`config.mk`:
```
export PLATFORM = sky130hd
export DESIGN_NAME = ah_supervisor
export DESIGN_NICKNAME = d
export VERILOG_FILES = /design/src/ah_pkg.sv /design/src/ah_tick_gen.sv /design/src/ah_supervisor.sv
export SDC_FILE = /design/constraint.sdc
export NUM_CORES = 1
export LEC_CHECK = 0
export ABC_CLOCK_PERIOD_IN_PS = 4800
export BUFFER_PORTS_ARGS = -buffer_cell sky130_fd_sc_hd__clkbuf_2
export CAP_MARGIN = 20
export CORE_MARGIN = 2
export CORE_UTILIZATION = 55
export CTS_BUF_LIST = sky130_fd_sc_hd__clkbuf_2 sky130_fd_sc_hd__clkbuf_4 sky130_fd_sc_hd__clkbuf_8
export CTS_CLUSTER_DIAMETER = 200
export DETAILED_ROUTE_END_ITERATION = 10
export PLACE_DENSITY = 0.84
export RECOVER_POWER = 25
export SYNTH_ARGS = -nofsm -noshare
export SYNTH_HDL_FRONTEND = slang
export SYNTH_SLANG_ARGS = --single-unit
export TNS_END_PERCENT = 20
```
`constraint.sdc`:
```
create_clock -name hclk -period 4.8 [get_ports hclk]
set_input_delay 0.48 -clock hclk [delete_from_list [all_inputs] [get_ports hclk]]
set_output_delay 0.48 -clock hclk [all_outputs]
set_load 0.01 [all_outputs]
```
`src/ah_pkg.sv`:
```
// Package for the anti-hunt supervisor: register map, resets, states and carriers
package ah_pkg;

  // ==========================================================
  // Register map (byte addresses)
  localparam logic [7:0] AH_THRESH_OFS = 8'h00;
  localparam logic [7:0] AH_DELAY_OFS = 8'h04;
  localparam logic [7:0] AH_MODE_OFS = 8'h08;
  localparam logic [7:0] AH_TORQUE_OFS = 8'h0C;
  localparam logic [7:0] AH_STATUS_OFS = 8'h10;

  // ==========================================================
  // Host command codes for the threshold and delay writes; the register slave never uses them
  localparam logic [7:0] AH_THRESH_CMD_CODE = 8'h96;
  localparam logic [7:0] AH_DELAY_CMD_CODE = 8'hE6;

  // ==========================================================
  // Reset values
  localparam logic [15:0] AH_DELAY_RST = 16'h04E2;
  localparam logic [15:0] AH_OTC_RST = 16'h0000;
  localparam logic [15:0] AH_CTO_RST = 16'h0000;
  localparam logic [15:0] AH_TORQUE_RST = 16'h0000;

  // ==========================================================
  // Timing: one delay tick is 120 us at a 40 ns clock
  localparam int AH_TICK_US = 120;
  localparam int AH_CLK_PERIOD_NS = 40;
  localparam int AH_TICK_CYCLES = (AH_TICK_US * 1000) / AH_CLK_PERIOD_NS;

  // ==========================================================
  // Loop states, Gray along closed -> settle -> open
  typedef enum logic [1:0] {
    AH_CLOSED = 2'b00,
    AH_SETTLE = 2'b01,
    AH_OPEN = 2'b11
  } ah_state_e;

  // Inputs from the position loop and motor drive
  typedef struct packed {
    logic in_motion;
    logic [15:0] pos_error;
    logic [15:0] torque_cmd;
  } ah_loop_in_s;

  // Status back to the loop
  typedef struct packed {
    logic open_loop;
    logic settling;
  } ah_loop_out_s;

endpackage

```
`src/ah_tick_gen.sv`:
```
// Delay tick generator: one-cycle pulse every DIV clocks
`timescale 1ns/1ps
`default_nettype none
module ah_tick_gen import ah_pkg::*; #(
  parameter int DIV = AH_TICK_CYCLES
) (
  // Clock and reset
  input wire logic hclk,
  input wire logic hresetn,
  // Tick out
  output logic tick
);

  logic [15:0] cnt_reg;
  logic [15:0] cnt_next;
  logic tick_reg;
  logic tick_next;

  // Next count and tick
  always_comb begin
    if (cnt_reg == 16'(DIV - 1)) begin
      cnt_next = 16'h0000;
      tick_next = 1'b1;
    end else begin
      cnt_next = cnt_reg + 16'h0001;
      tick_next = 1'b0;
    end
  end

  // Register
  always_ff @(posedge hclk or negedge hresetn) begin
    if (!hresetn) begin
      cnt_reg <= 16'h0000;
      tick_reg <= 1'b0;
    end else begin
      cnt_reg <= cnt_next;
      tick_reg <= tick_next;
    end
  end

  assign tick = tick_reg;

endmodule
`default_nettype wire

```
`src/ah_supervisor.sv`:
```
// Anti-hunt supervisor with AHB-Lite register slave
// Notes on behaviour
// - In open loop, error above open-to-closed threshold returns to closed loop.
// - Entry to open loop only while error is within closed-to-open threshold.
// - Non-negative closed-to-open threshold also needs torque below holding torque.
// - Negative closed-to-open threshold skips the torque check on entry.
// - Both open-loop torque limits zero make thresholds a plain dead-band.
// - Entry waits the settle delay after all conditions hold.
// - Delay is 16-bit count of 120 us ticks, 1250 after reset.
// - Default mode: motion forces closed loop until motion ends and delay passes.
// - Mode 1 ignores motion; mode 0 restores default behaviour.
`timescale 1ns/1ps
`default_nettype none
module ah_supervisor import ah_pkg::*; (
  // Clock and reset
  input wire logic hclk,
  input wire logic hresetn,
  // AHB-Lite slave
  input wire logic hsel,
  input wire logic [31:0] haddr,
  input wire logic [1:0] htrans,
  input wire logic hwrite,
  input wire logic [2:0] hsize,
  input wire logic [31:0] hwdata,
  input wire logic hready,
  output logic hreadyout,
  output logic hresp,
  output logic [31:0] hrdata,
  // Position loop
  input wire ah_loop_in_s loop_in,
  output ah_loop_out_s loop_out
);

  // ==========================================================
  // Register file and bus slave
  logic [15:0] otc_reg, otc_next;
  logic [15:0] cto_reg, cto_next;
  logic [15:0] delay_reg, delay_next;
  logic mode_reg, mode_next;
  logic [15:0] hold_tq_reg, hold_tq_next;
  logic [15:0] move_tq_reg, move_tq_next;
  logic dp_wr_reg, dp_wr_next;
  logic dp_rd_reg, dp_rd_next;
  logic [7:0] dp_addr_reg, dp_addr_next;
  ah_state_e state_reg, state_next;
  logic [15:0] cnt_reg, cnt_next;
  logic tick;
  logic addr_ok;

  assign addr_ok = hsel && htrans[1] && hready;
  assign hreadyout = 1'b1; // Zero wait states
  assign hresp = 1'b0; // Always OKAY

  // Address phase capture and register writes in the data phase
  always_comb begin
    dp_wr_next = addr_ok && hwrite;
    dp_rd_next = addr_ok && !hwrite;
    dp_addr_next = addr_ok ? haddr[7:0] : dp_addr_reg;
    otc_next = otc_reg;
    cto_next = cto_reg;
    delay_next = delay_reg;
    mode_next = mode_reg;
    hold_tq_next = hold_tq_reg;
    move_tq_next = move_tq_reg;
    if (dp_wr_reg) begin
      case (dp_addr_reg)
        AH_THRESH_OFS: begin
          otc_next = hwdata[15:0];
          cto_next = hwdata[31:16];
        end
        AH_DELAY_OFS: delay_next = hwdata[15:0];
        AH_MODE_OFS: mode_next = hwdata[0];
        AH_TORQUE_OFS: begin
          hold_tq_next = hwdata[15:0];
          move_tq_next = hwdata[31:16];
        end
        default: ;
      endcase
    end
  end

  // Register the bus and configuration state
  always_ff @(posedge hclk or negedge hresetn) begin
    if (!hresetn) begin
      dp_wr_reg <= 1'b0;
      dp_rd_reg <= 1'b0;
      dp_addr_reg <= 8'h00;
      otc_reg <= AH_OTC_RST;
      cto_reg <= AH_CTO_RST;
      delay_reg <= AH_DELAY_RST;
      mode_reg <= 1'b0;
      hold_tq_reg <= AH_TORQUE_RST;
      move_tq_reg <= AH_TORQUE_RST;
    end else begin
      dp_wr_reg <= dp_wr_next;
      dp_rd_reg <= dp_rd_next;
      dp_addr_reg <= dp_addr_next;
      otc_reg <= otc_next;
      cto_reg <= cto_next;
      delay_reg <= delay_next;
      mode_reg <= mode_next;
      hold_tq_reg <= hold_tq_next;
      move_tq_reg <= move_tq_next;
    end
  end

  // Read mux over register flops during the data phase
  always_comb begin
    hrdata = 32'h0000_0000;
    if (dp_rd_reg) begin
      case (dp_addr_reg)
        AH_THRESH_OFS: hrdata = {cto_reg, otc_reg};
        AH_DELAY_OFS: hrdata = {16'h0000, delay_reg};
        AH_MODE_OFS: hrdata = {31'h0000_0000, mode_reg};
        AH_TORQUE_OFS: hrdata = {move_tq_reg, hold_tq_reg};
        AH_STATUS_OFS: hrdata = {cnt_reg, 14'h0000, state_reg};
        default: hrdata = 32'h0000_0000;
      endcase
    end
  end

  // ==========================================================
  // Entry and exit conditions
  logic [16:0] err_mag;
  logic [16:0] tq_mag;
  logic [16:0] entry_lim;
  logic cto_neg, deadband, err_ok, torque_ok, motion_ok, entry_ok, exit_req;

  // Magnitudes of error, torque and the entry threshold
  assign err_mag = loop_in.pos_error[15] ? 17'(-$signed({1'b1, loop_in.pos_error}))
                                         : {1'b0, loop_in.pos_error};
  assign tq_mag = loop_in.torque_cmd[15] ? 17'(-$signed({1'b1, loop_in.torque_cmd}))
                                         : {1'b0, loop_in.torque_cmd};
  assign cto_neg = cto_reg[15];
  assign entry_lim = cto_neg ? 17'(-$signed({1'b1, cto_reg})) : {1'b0, cto_reg};
  assign deadband = (hold_tq_reg == 16'h0000) && (move_tq_reg == 16'h0000);
  assign err_ok = err_mag <= entry_lim;
  assign torque_ok = cto_neg || deadband || (tq_mag < {1'b0, hold_tq_reg});
  assign motion_ok = mode_reg || !loop_in.in_motion;
  assign entry_ok = err_ok && torque_ok && motion_ok;
  // exit on large error or motion in default mode
  assign exit_req = (err_mag > {1'b0, otc_reg}) || (!mode_reg && loop_in.in_motion);

  ah_tick_gen #(
    .DIV(AH_TICK_CYCLES)
  ) u_tick (
    .hclk(hclk),
    .hresetn(hresetn),
    .tick(tick)
  );

  // ==========================================================
  // Loop mode state machine
  always_comb begin
    state_next = state_reg;
    cnt_next = cnt_reg;
    case (state_reg)
      AH_CLOSED: begin
        cnt_next = 16'h0000;
        if (entry_ok) begin
          state_next = AH_SETTLE;
        end
      end
      AH_SETTLE: begin
        if (!entry_ok) begin
          state_next = AH_CLOSED;
          cnt_next = 16'h0000;
        end else if (cnt_reg >= delay_reg) begin
          state_next = AH_OPEN;
          cnt_next = 16'h0000;
        end else if (tick) begin
          cnt_next = cnt_reg + 16'h0001;
        end
      end
      AH_OPEN: begin
        if (exit_req) begin
          state_next = AH_CLOSED;
        end
      end
      default: begin
        state_next = AH_CLOSED;
        cnt_next = 16'h0000;
      end
    endcase
  end

  // Register the state machine
  always_ff @(posedge hclk or negedge hresetn) begin
    if (!hresetn) begin
      state_reg <= AH_CLOSED;
      cnt_reg <= 16'h0000;
    end else begin
      state_reg <= state_next;
      cnt_reg <= cnt_next;
    end
  end

  // One driver for the whole status carrier
  assign loop_out = '{open_loop: (state_reg == AH_OPEN), settling: (state_reg == AH_SETTLE)};

  // ==========================================================
  // Assertions
  property p_exit_on_error;
    @(posedge hclk) disable iff (!hresetn)
    (state_reg == AH_OPEN && err_mag > {1'b0, otc_reg}) |=> state_reg == AH_CLOSED;
  endproperty
  a_exit_on_error: assert property (p_exit_on_error) else $error("open loop kept on big error");

  property p_entry_err;
    @(posedge hclk) disable iff (!hresetn)
    (state_reg == AH_SETTLE && state_next == AH_OPEN) |-> err_mag <= entry_lim;
  endproperty
  a_entry_err: assert property (p_entry_err) else $error("entered open loop outside limit");

  property p_entry_torque;
    @(posedge hclk) disable iff (!hresetn)
    (state_reg == AH_SETTLE && state_next == AH_OPEN && !cto_neg && !deadband)
      |-> tq_mag < {1'b0, hold_tq_reg};
  endproperty
  a_entry_torque: assert property (p_entry_torque) else $error("entered with high torque");

  property p_skip_torque;
    @(posedge hclk) disable iff (!hresetn)
    (state_reg == AH_CLOSED && cto_neg && err_ok && motion_ok) |=> state_reg == AH_SETTLE;
  endproperty
  a_skip_torque: assert property (p_skip_torque) else $error("torque not skipped");

  property p_deadband;
    @(posedge hclk) disable iff (!hresetn)
    (state_reg == AH_CLOSED && deadband && err_ok && motion_ok) |=> state_reg == AH_SETTLE;
  endproperty
  a_deadband: assert property (p_deadband) else $error("dead-band entry refused");

  property p_delay_wait;
    @(posedge hclk) disable iff (!hresetn)
    (state_reg == AH_SETTLE && cnt_reg < delay_reg) |=> state_reg != AH_OPEN;
  endproperty
  a_delay_wait: assert property (p_delay_wait) else $error("open before delay");

  property p_tick_count;
    @(posedge hclk) disable iff (!hresetn)
    (state_reg == AH_SETTLE && entry_ok && !tick && cnt_reg < delay_reg) |=> $stable(cnt_reg);
  endproperty
  a_tick_count: assert property (p_tick_count) else $error("count moved without tick");

  property p_motion_closed;
    @(posedge hclk) disable iff (!hresetn)
    (!mode_reg && loop_in.in_motion) |=> state_reg != AH_OPEN;
  endproperty
  a_motion_closed: assert property (p_motion_closed) else $error("open during motion");

  property p_mode1_stay;
    @(posedge hclk) disable iff (!hresetn)
    (mode_reg && state_reg == AH_OPEN && err_mag <= {1'b0, otc_reg}) |=> state_reg == AH_OPEN;
  endproperty
  a_mode1_stay: assert property (p_mode1_stay) else $error("mode 1 left open loop");

  property p_lapse_restart;
    @(posedge hclk) disable iff (!hresetn)
    (state_reg == AH_SETTLE && !entry_ok) |=> (state_reg == AH_CLOSED && cnt_reg == 16'h0000);
  endproperty
  a_lapse_restart: assert property (p_lapse_restart) else $error("lapse kept count");

  c_enter_open: cover property (@(posedge hclk) disable iff (!hresetn)
    state_reg == AH_SETTLE ##1 state_reg == AH_OPEN);
  c_exit_open: cover property (@(posedge hclk) disable iff (!hresetn)
    state_reg == AH_OPEN ##1 state_reg == AH_CLOSED);
  c_settle_abort: cover property (@(posedge hclk) disable iff (!hresetn)
    state_reg == AH_SETTLE && cnt_reg != 16'h0000 ##1 state_reg == AH_CLOSED);

endmodule
`default_nettype wire

```
# After elaboration in Yosys (flattened, before gate mapping)
# Index checks and enable logic that the tools add are counted.
# op_classes
n_eq_ne	11
reduce_logical	25
muxes	16
n_addsub	5
n_bitwise	1
order_cmp	4
# op_table
cell	n
32-bit case mux with 5 select lines	1
16-bit two-way mux	4
17-bit two-way mux	3
17-bit negator	3
16-bit by 1-bit adder with 16-bit output, second input constant	2
16-bit zero test	2
32-bit two-way mux	1
16-bit case mux with 2 select lines	1
17-bit by 16-bit greater-than comparator with 1-bit output	1
17-bit less-or-equal comparator	1
17-bit by 16-bit less-than comparator with 1-bit output	1
16-bit by 12-bit == test with 1-bit output, second input constant	1
8-bit by 4-bit == test with 1-bit output, second input constant	2
16-bit greater-or-equal comparator	1
2-bit AND reduction	5
8-bit by 3-bit == test with 1-bit output, second input constant	1
8-bit by 5-bit == test with 1-bit output, second input constant	1
1-bit logical AND	8
8-bit zero test	1
2-bit two-way mux	4
2-bit case mux with 3 select lines	1
1-bit logical OR	4
4-bit by 2-bit != test with 1-bit output, second input constant	1
1-bit zero test	3
other kinds (9)	9
# word_totals
inputBits	107
word_cells	75
regBits	126

# Depth between registers and ports, before layout
# Gate-level depths: netlist of the first run.
# logic_depth
ltp_word	8
mapped_depth	16
mapped_depth_nobuf	15

# Hierarchy
# Synthesis of the first run repeated with hierarchy kept, for this count alone.
# hier_totals
cells_unflattened	865
hier_area_um2	8478.1
# modules_own_cells
module	area_each_um2	cells_per_inst	n_inst
ah_supervisor	7719.9	796	1
ah_tick_gen	758.2	69	1

# Worst setup path before layout of the first run
# OpenSTA, ideal clock, no wires.
# synth_timing
kind	flip-flop to flip-flop
startpoint	reg cto_reg[5]
endpoint	reg cnt_reg[5]
t_arrival_ps	3566
stages_incl_launch_ff	14
required_time_ps	4697
slack_ps	1131
path_cell_list	dfrtp_1 nor4_1 nand4_1 or4_1 or4b_1 ha_1 and4_1 nand2_1 nor4b_1 nand3_1 a22oi_4 nand2_4 buf_6 o41ai_2
# synth_via
elab_chain_cells	7
# synth_lines
element	line	text
from (decl)	ah_supervisor.sv:37	logic [15:0] cto_reg, cto_next;
from (signal assigned)	ah_supervisor.sv:99	cto_reg <= cto_next;
17-bit negator	ah_supervisor.sv:135	assign entry_lim = cto_neg ? 17'(-$signed({1'b1, cto_reg})) : {1'b0, cto_reg};
17-bit two-way mux *	ah_supervisor.sv:135	
17-bit less-or-equal comparator *	ah_supervisor.sv:137	assign err_ok = err_mag <= entry_lim;
1-bit logical AND * (2 in a row)	ah_supervisor.sv:140	assign entry_ok = err_ok && torque_ok && motion_ok;
4-bit by 2-bit != test with 1-bit output (no line) / 16-bit two-way mux (equally long branches)	-	
2-bit AND reduction (no line) / 16-bit case mux with 2 select lines (equally long branches)	-	
to (signal assigned)	ah_supervisor.sv:194	cnt_reg <= cnt_next;
to (decl)	ah_supervisor.sv:46	logic [15:0] cnt_reg, cnt_next;
# Every way passes the cells marked *; elsewhere a longest branch is shown, timed or not.
# A chain may end at the register's enable or synchronous reset.

# Final worst setup path of the first run
# layout_timing
startpoint	reg cto_reg[5]
endpoint	reg cnt_reg[11]
# The elaborated chain is that of the path after synthesis.

==> impl_table.tex, run 1 <==
\begin{tabular}{lr}
\hline
Metric & Value \\
\hline
\multicolumn{2}{l}{\textbf{Place}} \\
HPWL Detailed & roughly 16000 um \\
Final weighted congestion in routability-driven placement & between 0.8 and 0.9 \\
Placed Cells & about 1100 \\
DP Worst Slack & slightly below 0.7 ns \\
Port-buffer cells & about 110 \\
\multicolumn{2}{l}{\textbf{Timing}} \\
Maximum achievable frequency & between 0.2 and 0.25 GHz \\
Slew at the pin closest to its max-slew limit & between 3 and 4 ns \\
Clock Skews & 0.0116 ns \\
Max-Slew Margin vs Limit & -116\% \\
Final worst path period need & about 4 ns \\
Final setup violation count & 0 \\
Final Max Slew Viols & 61 \\
Worst Setup Slack, final & a little under 0.7 ns \\
Endpoints failing hold & 0 \\
Unrepaired setup endpoints after global routing & no \\
Post-route clock period utilization & between 80\% and 90\% \\
Sum of negative setup slack & 0 ns \\
Minimum hold slack & 0.191 ns \\
\multicolumn{2}{l}{\textbf{Power}} \\
PnR Total Power & 2810 uW \\
Cell Pwr Density & approximately 290 mW/mm\^{}2 \\
VDD IR max & $\sim$0.00020 V \\
Standby leakage power & about 0.0045 uW \\
\multicolumn{2}{l}{\textbf{Critical path}} \\
Startpoint of the most critical register-to-register path & cto\_reg[5] \\
Capture point of the worst reg-to-reg path & cnt\_reg[11] \\
Setup Crit Path Kind & reg2reg \\
Delay of the slowest critical-path stage & around 0.53 ns \\
Kind of start point of the critical path & flip-flop \\
Data required, critical path & about 5.1 ns \\
Critical path endpoint category & flip-flop \\
Data arrival time of the critical path & 4.45 ns \\
FF-to-FF path depth & 12 \\
Largest fanout on the critical path & 15 \\
Critical-path top delay cell & sky130\_fd\_sc\_hd\_\_or4b\_1 \\
Critical path launch point & cto\_reg[5] \\
Internal reg-to-reg setup slack & just under 0.7 ns \\
Crit-path cells & nor4\_1 > nand4\_1 > or4\_1 > or4b\_1 > ha\_1 > and4\_1 > nand2\_1 > nor4b\_1 > nand3\_1 > a22oi\_4 > nand2\_4 > o311ai\_0 \\
\multicolumn{2}{l}{\textbf{Clock network}} \\
Clock-pin slew on the worst setup and hold paths & $\sim$0.080 ns \\
Root cell of the clock tree & sky130\_fd\_sc\_hd\_\_clkbuf\_8 \\
H-tree level count & 4 \\
CTS-repair resized insts & 0 \\
Longest Clk Path Bufs & 2 \\
Clock buffer count from CTS & 17 \\
Post-CTS Setup Repair Bufs & 0 \\
CTS hold repair buffers & 0 \\
CTS tree & yes \\
Clock Sink Count & between 100 and 150 \\
Skew-Pair Late Insertion Delay & $\sim$0.47 ns \\
\multicolumn{2}{l}{\textbf{Final layout}} \\
Non-filler instance count after layout & 1167 \\
Area growth from synthesis to layout & 13.7\% \\
Diodes inserted & 0 \\
Fin nets & $\sim$1100 \\
Ratio of cells with drive above 1 in the final layout & between 20\% and 30\% \\
Most frequent cells in the layout & 121 x sky130\_fd\_sc\_hd\_\_dfrtp\_1, 110 x sky130\_fd\_sc\_hd\_\_clkbuf\_2, 105 x sky130\_fd\_sc\_hd\_\_mux2\_2, 69 x sky130\_fd\_sc\_hd\_\_ha\_1, 65 x sky130\_fd\_sc\_hd\_\_nor2\_1 \\
Most common cell after layout, fill and taps aside & sky130\_fd\_sc\_hd\_\_dfrtp\_1 \\
\multicolumn{2}{l}{\textbf{Hold path}} \\
Count of cells along the worst hold path & 2 \\
HP Start & hwrite \\
Tightest Hold Check Type & in2reg \\
Hold EP & dp\_rd\_reg \\
\multicolumn{2}{l}{\textbf{Die}} \\
CORE AREA & around 0.015 mm\^{}2 \\
Site row count & 45 \\
Overall die area & 0.0164 mm\^{}2 \\
Die Span X & about 130 um \\
Chip height & about 130 um \\
I/O pin count & around 140 \\
Starting utilization of the core area & 56.1\% \\
\multicolumn{2}{l}{\textbf{Logic synthesis}} \\
Synthesized instance count & 859 \\
Number of flops mapped to enable cells by yosys & 0 \\
Number of synthesis warnings & 0 \\
Area of the mapped netlist & 0.00849 mm\^{}2 \\
Post-synthesis area per instance & roughly 9.9 um\^{}2 \\
Number of distinct library cell variants in the gate-level netlist after synthesis & slightly above 60 \\
Post-synthesis sequential area ratio & around 37\% \\
Flip-flop and latch count after synthesis & about 130 \\
Post-synth top flop & sky130\_fd\_sc\_hd\_\_dfrtp\_1 \\
FFs w/ async S/R, synth & 100\% \\
\multicolumn{2}{l}{\textbf{Route}} \\
Initial detailed-routing violation count & roughly 760 \\
Remaining DRCs & 0 \\
Per-cell routed wire length & between 15 and 20 um \\
Vias & $\sim$7400 \\
Vias per cell & 6.33 \\
Routed Wire Length & around 22000 um \\
DRT antenna net count & 0 \\
Number of detailed-routing iterations run before antenna repair & 5 \\
\multicolumn{2}{l}{\textbf{Global routing}} \\
Congestion Overflow GR & 0 \\
Number of antenna violations at the first check in global routing & 0 \\
Largest net degree at the start of global routing & slightly below 70 \\
Vias in the first global route & between 7000 and 8000 \\
Global-route wire length before repair & around 36000 um \\
Total routing usage reported by global routing & 28.2\% \\
\multicolumn{2}{l}{\textbf{Outcome}} \\
Status & finished with violations \\
Violated checks & capacitance limit, slew limit \\
\multicolumn{2}{l}{\textbf{Job}} \\
Count of maximum capacitance violations & 1 \\
\hline
\end{tabular}
==> synth_stat cells, types with 5 or more instances <==
cell / count / area (um^2)
sky130_fd_sc_hd__dfrtp_1: 121 / 3030
sky130_fd_sc_hd__mux2_2: 105 / 1180
sky130_fd_sc_hd__ha_1: 69 / 863
sky130_fd_sc_hd__nor2_1: 65 / 244
sky130_fd_sc_hd__inv_1: 61 / 229
sky130_fd_sc_hd__nand2_1: 60 / 225
sky130_fd_sc_hd__o21ai_0: 30 / 150
sky130_fd_sc_hd__xnor2_1: 30 / 263
sky130_fd_sc_hd__nand3_1: 26 / 130
sky130_fd_sc_hd__clkbuf_1: 24 / 90.1
sky130_fd_sc_hd__xor2_1: 23 / 201
sky130_fd_sc_hd__nand4_1: 20 / 125
sky130_fd_sc_hd__and3_1: 19 / 119
sky130_fd_sc_hd__a21oi_1: 18 / 90.1
sky130_fd_sc_hd__a22oi_1: 17 / 128
sky130_fd_sc_hd__a222oi_1: 15 / 150
sky130_fd_sc_hd__nor4_1: 12 / 75.1
sky130_fd_sc_hd__o31ai_1: 12 / 90.1
sky130_fd_sc_hd__a31oi_1: 10 / 62.6
sky130_fd_sc_hd__a21o_1: 8 / 60.1
sky130_fd_sc_hd__a211oi_1: 7 / 52.6
sky130_fd_sc_hd__nand2b_1: 7 / 43.8
sky130_fd_sc_hd__and2_1: 6 / 37.5
sky130_fd_sc_hd__buf_1: 6 / 22.5
sky130_fd_sc_hd__nor3_1: 6 / 30.0
sky130_fd_sc_hd__o41ai_1: 6 / 52.6
sky130_fd_sc_hd__or4_1: 6 / 45.0
sky130_fd_sc_hd__and4_1: 5 / 43.8
sky130_fd_sc_hd__dfstp_2: 5 / 131
sky130_fd_sc_hd__nor2b_1: 5 / 31.3
==> area by class of cell <==
type	instances	area (um^2)
Sequential cell	126	3160
Clock buffer	21	277
Clock inverter	11	134
Fill cell	1200	5490
Inverter	61	229
Timing Repair Buffer	121	629
Multi-Input combinational cell	639	4990
Tap cell	188	235
==> where the power goes <==
part           total (uW)  switching [uW]  internal (uW)
registers            1270             136           1140
logic                 585             317            267
clock network         951             446            505
==> worst max path at each step <==
stage,end,depth (start not counted)
global route,cnt_reg[11],12
CTS,cnt_reg[3],12
floorplan,cnt_reg[5],13
detailed placement,cnt_reg[3],15
global placement,cnt_reg[2],13
finish,cnt_reg[11],12
==> logic make-up (layout without fill, tap and decap cells) <==
kind of cell               Yosys count  count (layout)  synth area share (%)
adders and majority gates           69              69                  10.2
and+or+nand+nor                    257             257                  15.6
AOI/OAI and AO/OA                  150             150                  13.0
xor gates and xnor gates            53              53                  5.47
buffers and inverters               96             214                  4.45
other                                2               4                0.0884
muxes                              106             106                  14.0
DFF                                126             126                  37.2
==> worst max-delay path, delay by kind of cell (launching register included) <==
| family | cells | cell delay, ns |
|---|---|---|
| AND/OR/NAND/NOR | 9 | 2.59 |
| flip-flops | 1 | 0.45 |
| adder cells (fa/ha/maj) | 1 | 0.30 |
| AO/OA/AOI/OAI | 2 | 0.64 |
==> per-stage QoR <==
step	util [%]	area, um^2
floorplan	-	8500
global placement	61.0	9240
detailed placement	61.0	9240
CTS	63.7	9650
global route	63.7	9650
finish	63.7	9650
==> layer usage <==
| layer | global-route usage, % | vias to the layer above | routed length (um) |
|---|---|---|---|
| li1 | - | 3374 | - |
| met1 | 35.4 | 3579 | 8970 |
| met2 | 46.5 | 347 | 10800 |
| met3 | 6.01 | 86 | 1700 |
| met4 | 13.6 | 0 | 959 |
| met5 | 0 | - | 0 |
(Power assumes the default switching activity.)
==> run 2, diff against run 1 <==
--- a/config.mk
+++ b/config.mk
@@ -5,15 +5,15 @@
 export SDC_FILE = /design/constraint.sdc
 export NUM_CORES = 1
 export LEC_CHECK = 0
-export ABC_CLOCK_PERIOD_IN_PS = 4800
-export BUFFER_PORTS_ARGS = -buffer_cell sky130_fd_sc_hd__clkbuf_2
+export ABC_CLOCK_PERIOD_IN_PS = 4600
 export CAP_MARGIN = 20
 export CORE_MARGIN = 2
 export CORE_UTILIZATION = 55
 export CTS_BUF_LIST = sky130_fd_sc_hd__clkbuf_2 sky130_fd_sc_hd__clkbuf_4 sky130_fd_sc_hd__clkbuf_8
 export CTS_CLUSTER_DIAMETER = 200
 export DETAILED_ROUTE_END_ITERATION = 10
-export PLACE_DENSITY = 0.84
+export DONT_BUFFER_PORTS = 1
+export PLACE_DENSITY = 0.76
 export RECOVER_POWER = 25
 export SYNTH_ARGS = -nofsm -noshare
 export SYNTH_HDL_FRONTEND = slang
==> constraint.sdc (replaced) <==
create_clock -name hclk -period 4.6 [get_ports hclk]
set_input_delay 0.46 -clock hclk [delete_from_list [all_inputs] [get_ports hclk]]
set_output_delay 0.46 -clock hclk [all_outputs]
set_load 0.01 [all_outputs]
==> run 2 against run 1 <==
Sequential power grew 5%. Clock power grew 14%. Setup slack lost 0.026 ns. First-iteration DRC count shrank 22%. Die area is the same. Final area shrank 5.4%. Count of clock-buffer cells in the layout shrank 4. Sequential share of layout area grew 1.9 points. Critical path type unchanged. The flow still finishes with violations (capacitance limit, slew limit). Clock skew grew 0.0029 ns. Total power grew 4.8%. Critical path depth grew 1.
==> impl_table.tex, run 2 (same netlist as run 1, synthesis figures left out) <==
\begin{tabular}{lr}
\hline
Metric & Value \\
\hline
\multicolumn{2}{l}{\textbf{Outcome}} \\
Status & finished with violations \\
Violated checks & capacitance limit, slew limit \\
\multicolumn{2}{l}{\textbf{Final layout}} \\
Register area & roughly 0.0032 mm\^{}2 \\
Filler Cell Count & 1221 \\
Ratio of cells with drive above 1 in the final layout & 18.8\% \\
Area growth from synthesis to layout & 7.56\% \\
Most common cell after layout, fill and taps aside & sky130\_fd\_sc\_hd\_\_dfrtp\_1 \\
Fin nets & around 1000 \\
Diodes inserted & 0 \\
Area of combinational cells with multiple inputs & approximately 0.005 mm\^{}2 \\
Most frequent cells in the layout & 121 x sky130\_fd\_sc\_hd\_\_dfrtp\_1, 105 x sky130\_fd\_sc\_hd\_\_mux2\_2, 69 x sky130\_fd\_sc\_hd\_\_ha\_1, 65 x sky130\_fd\_sc\_hd\_\_nor2\_1, 61 x sky130\_fd\_sc\_hd\_\_inv\_1 \\
Non-filler instance count after layout & 1055 \\
\multicolumn{2}{l}{\textbf{Die}} \\
Die Span X & between 100 and 150 um \\
Overall die area & between 0.015 and 0.02 mm\^{}2 \\
Site row count & 45 \\
Chip height & 128 um \\
CORE AREA & 0.0151 mm\^{}2 \\
I/O pin count & approximately 140 \\
Starting utilization of the core area & a little under three fifths \\
\multicolumn{2}{l}{\textbf{Critical path}} \\
FF-to-FF path depth & 13 \\
Largest fanout on the critical path & 18 \\
Data arrival time of the critical path & $\sim$4.3 ns \\
Internal reg-to-reg setup slack & $\sim$0.66 ns \\
Critical path endpoint category & flip-flop \\
Startpoint of the most critical register-to-register path & cto\_reg[5] \\
Capture point of the worst reg-to-reg path & cnt\_reg[2] \\
Setup Crit Path Kind & reg2reg \\
Data required, critical path & between 4 and 5 ns \\
Kind of start point of the critical path & flip-flop \\
\multicolumn{2}{l}{\textbf{Global routing}} \\
Number of antenna violations at the first check in global routing & 0 \\
Vias in the first global route & $\sim$6700 \\
Congestion Overflow GR & 0 \\
Largest net degree at the start of global routing & approximately 130 \\
Global-route wire length before repair & around 35000 um \\
Total routing usage reported by global routing & between 20\% and 30\% \\
\multicolumn{2}{l}{\textbf{Place}} \\
Port-buffer cells & 0 \\
Final weighted congestion in routability-driven placement & about 0.9 \\
HPWL Detailed & $\sim$16000 um \\
Placed Cells & between 1000 and 1500 \\
\multicolumn{2}{l}{\textbf{Route}} \\
Vias & about 6700 \\
Initial detailed-routing violation count & a little under 600 \\
Number of detailed-routing iterations run before antenna repair & 6 \\
Remaining DRCs & 0 \\
DRT antenna net count & 0 \\
Routed Wire Length & between 20000 and 25000 um \\
Vias per cell & 6.31 \\
Per-cell routed wire length & roughly 20 um \\
\multicolumn{2}{l}{\textbf{Clock network}} \\
Post-CTS Setup Repair Bufs & 0 \\
Clock Sink Count & between 100 and 150 \\
Skew-Pair Late Insertion Delay & 0.46 ns \\
H-tree level count & 4 \\
Clock buffer count from CTS & 17 \\
Root cell of the clock tree & sky130\_fd\_sc\_hd\_\_clkbuf\_8 \\
Longest Clk Path Bufs & 2 \\
CTS-repair resized insts & 0 \\
Clock-pin slew on the worst setup and hold paths & about 0.07 ns \\
CTS tree & yes \\
\multicolumn{2}{l}{\textbf{Timing}} \\
Sum of negative setup slack & 0 ns \\
Maximum achievable frequency & 0.254 GHz \\
Post-route clock period utilization & about 86\% \\
Final worst path period need & around 3.9 ns \\
Endpoints failing hold & 0 \\
Final Max Slew Viols & approximately 130 \\
Slew at the pin closest to its max-slew limit & around 3.1 ns \\
Unrepaired setup endpoints after global routing & no \\
Final setup violation count & 0 \\
Max-Slew Margin vs Limit & -107\% \\
Clock Skews & $\sim$0.015 ns \\
\multicolumn{2}{l}{\textbf{Power}} \\
PnR Total Power & $\sim$3000 uW \\
Standby leakage power & just over 0.004 uW \\
Fraction of power consumed by sequential logic & between 40 and 50\% \\
VDD IR max & 0.000205 V \\
Cell Pwr Density & between 300 and 400 mW/mm\^{}2 \\
Switching share of power & between 30\% and 40\% \\
Combinational fraction of design power & between 10\% and 20\% \\
Clk network pwr share & between 30\% and 40\% \\
Cell-internal power & around 2000 uW \\
Switching power of the nets & between 900 and 1000 uW \\
\multicolumn{2}{l}{\textbf{Hold path}} \\
Tightest Hold Check Type & in2reg \\
HP Start & hwrite \\
Count of cells along the worst hold path & 1 \\
Hold EP & dp\_rd\_reg \\
\multicolumn{2}{l}{\textbf{Job}} \\
Count of maximum capacitance violations & 1 \\
\hline
\end{tabular}
==> run 2: cell count changes in the layout (fill, tap and decap cells not counted), sizes merged <==
cell,change
buf,-2
bufinv,+2
clkbuf,-115
clkinv,+3
clkinvlp,-3
dlygate4sd3,+1
inv,+2
==> run 2: how the worst max path moves through the flow <==
stage                     from           end  slack (ns)  cells after the start
finish              cto_reg[5]    cnt_reg[2]        0.66                     13
global route        cto_reg[5]  state_reg[1]        0.42                     13
detailed placement  cto_reg[5]    cnt_reg[2]        0.70                     13
global placement    cto_reg[5]    cnt_reg[3]        0.76                     12
CTS                 cto_reg[5]    cnt_reg[2]        0.69                     13
floorplan           cto_reg[5]    cnt_reg[5]        0.93                     13
==> run 2: power by group through the flow <==
| stage | combinational, uW | clock, uW | sequential, uW |
|---|---|---|---|
| final | 536 | 1080 | 1330 |
| after global routing | 605 | 1150 | 1340 |
| after CTS | 539 | 1100 | 1320 |
| after detailed placement | 510 | 0 | 1340 |
| after global placement | 494 | 0 | 1340 |
| after floorplan | 458 | 0 | 1260 |
==> run 2: critical path: stages, from the launching register on <==
cell and delay, ns:
sky130_fd_sc_hd__dfrtp_1 0.45, sky130_fd_sc_hd__nor4_1 0.38, sky130_fd_sc_hd__nand4_1 0.18, sky130_fd_sc_hd__or4_1 0.48
sky130_fd_sc_hd__or4b_1 0.53, sky130_fd_sc_hd__ha_1 0.30, sky130_fd_sc_hd__and4_1 0.21, sky130_fd_sc_hd__nand2_1 0.07
sky130_fd_sc_hd__nor4b_1 0.28, sky130_fd_sc_hd__nand3_1 0.16, sky130_fd_sc_hd__a22oi_4 0.26, sky130_fd_sc_hd__buf_4 0.27
sky130_fd_sc_hd__a41o_1 0.19, sky130_fd_sc_hd__o2bb2ai_1 0.10
==> run 2: area by class of cell <==
cell class                      instances  area share (%)
Multi-Input combinational cell        639            54.7
Inverter                               61            2.51
Clock buffer                           17            2.56
Tap cell                              188            2.58
Timing Repair Buffer                    9           0.740
Clock inverter                         15            2.30
Sequential cell                       126            34.6
==> run 2: metrics by stage <==
step | hold WS (ns) | util, % | instance area (um^2) | setup WS (ns)
finish | 0.0606 | 60.3 | 9130 | 0.663
global placement | 0.168 | 57.3 | 8670 | 0.756
detailed placement | 0.167 | 57.3 | 8670 | 0.700
global route | 0.0411 | 60.3 | 9130 | 0.419
floorplan | 0.164 | - | 8500 | 0.931
CTS | 0.0398 | 60.5 | 9160 | 0.686
==> run 2: repair_timing <==
item                                    4_1_cts  5_1_grt
hold buffers                                  2        0
endpoints found under the setup margin        0        0
endpoints found under the hold margin       126        0
==> run 2: layer usage <==
layer / part of all wire (%) / vias to the layer above / wire [um] / track usage [%]
met2: 49 / 227 / 10400 / 44.5
met1: 42 / 3243 / 8850 / 35.1
met5: 0 / - / 0 / 0
met3: 7.8 / 31 / 1650 / 7.22
li1: - / 3151 / - / -
met4: 1.3 / 0 / 282 / 6.66
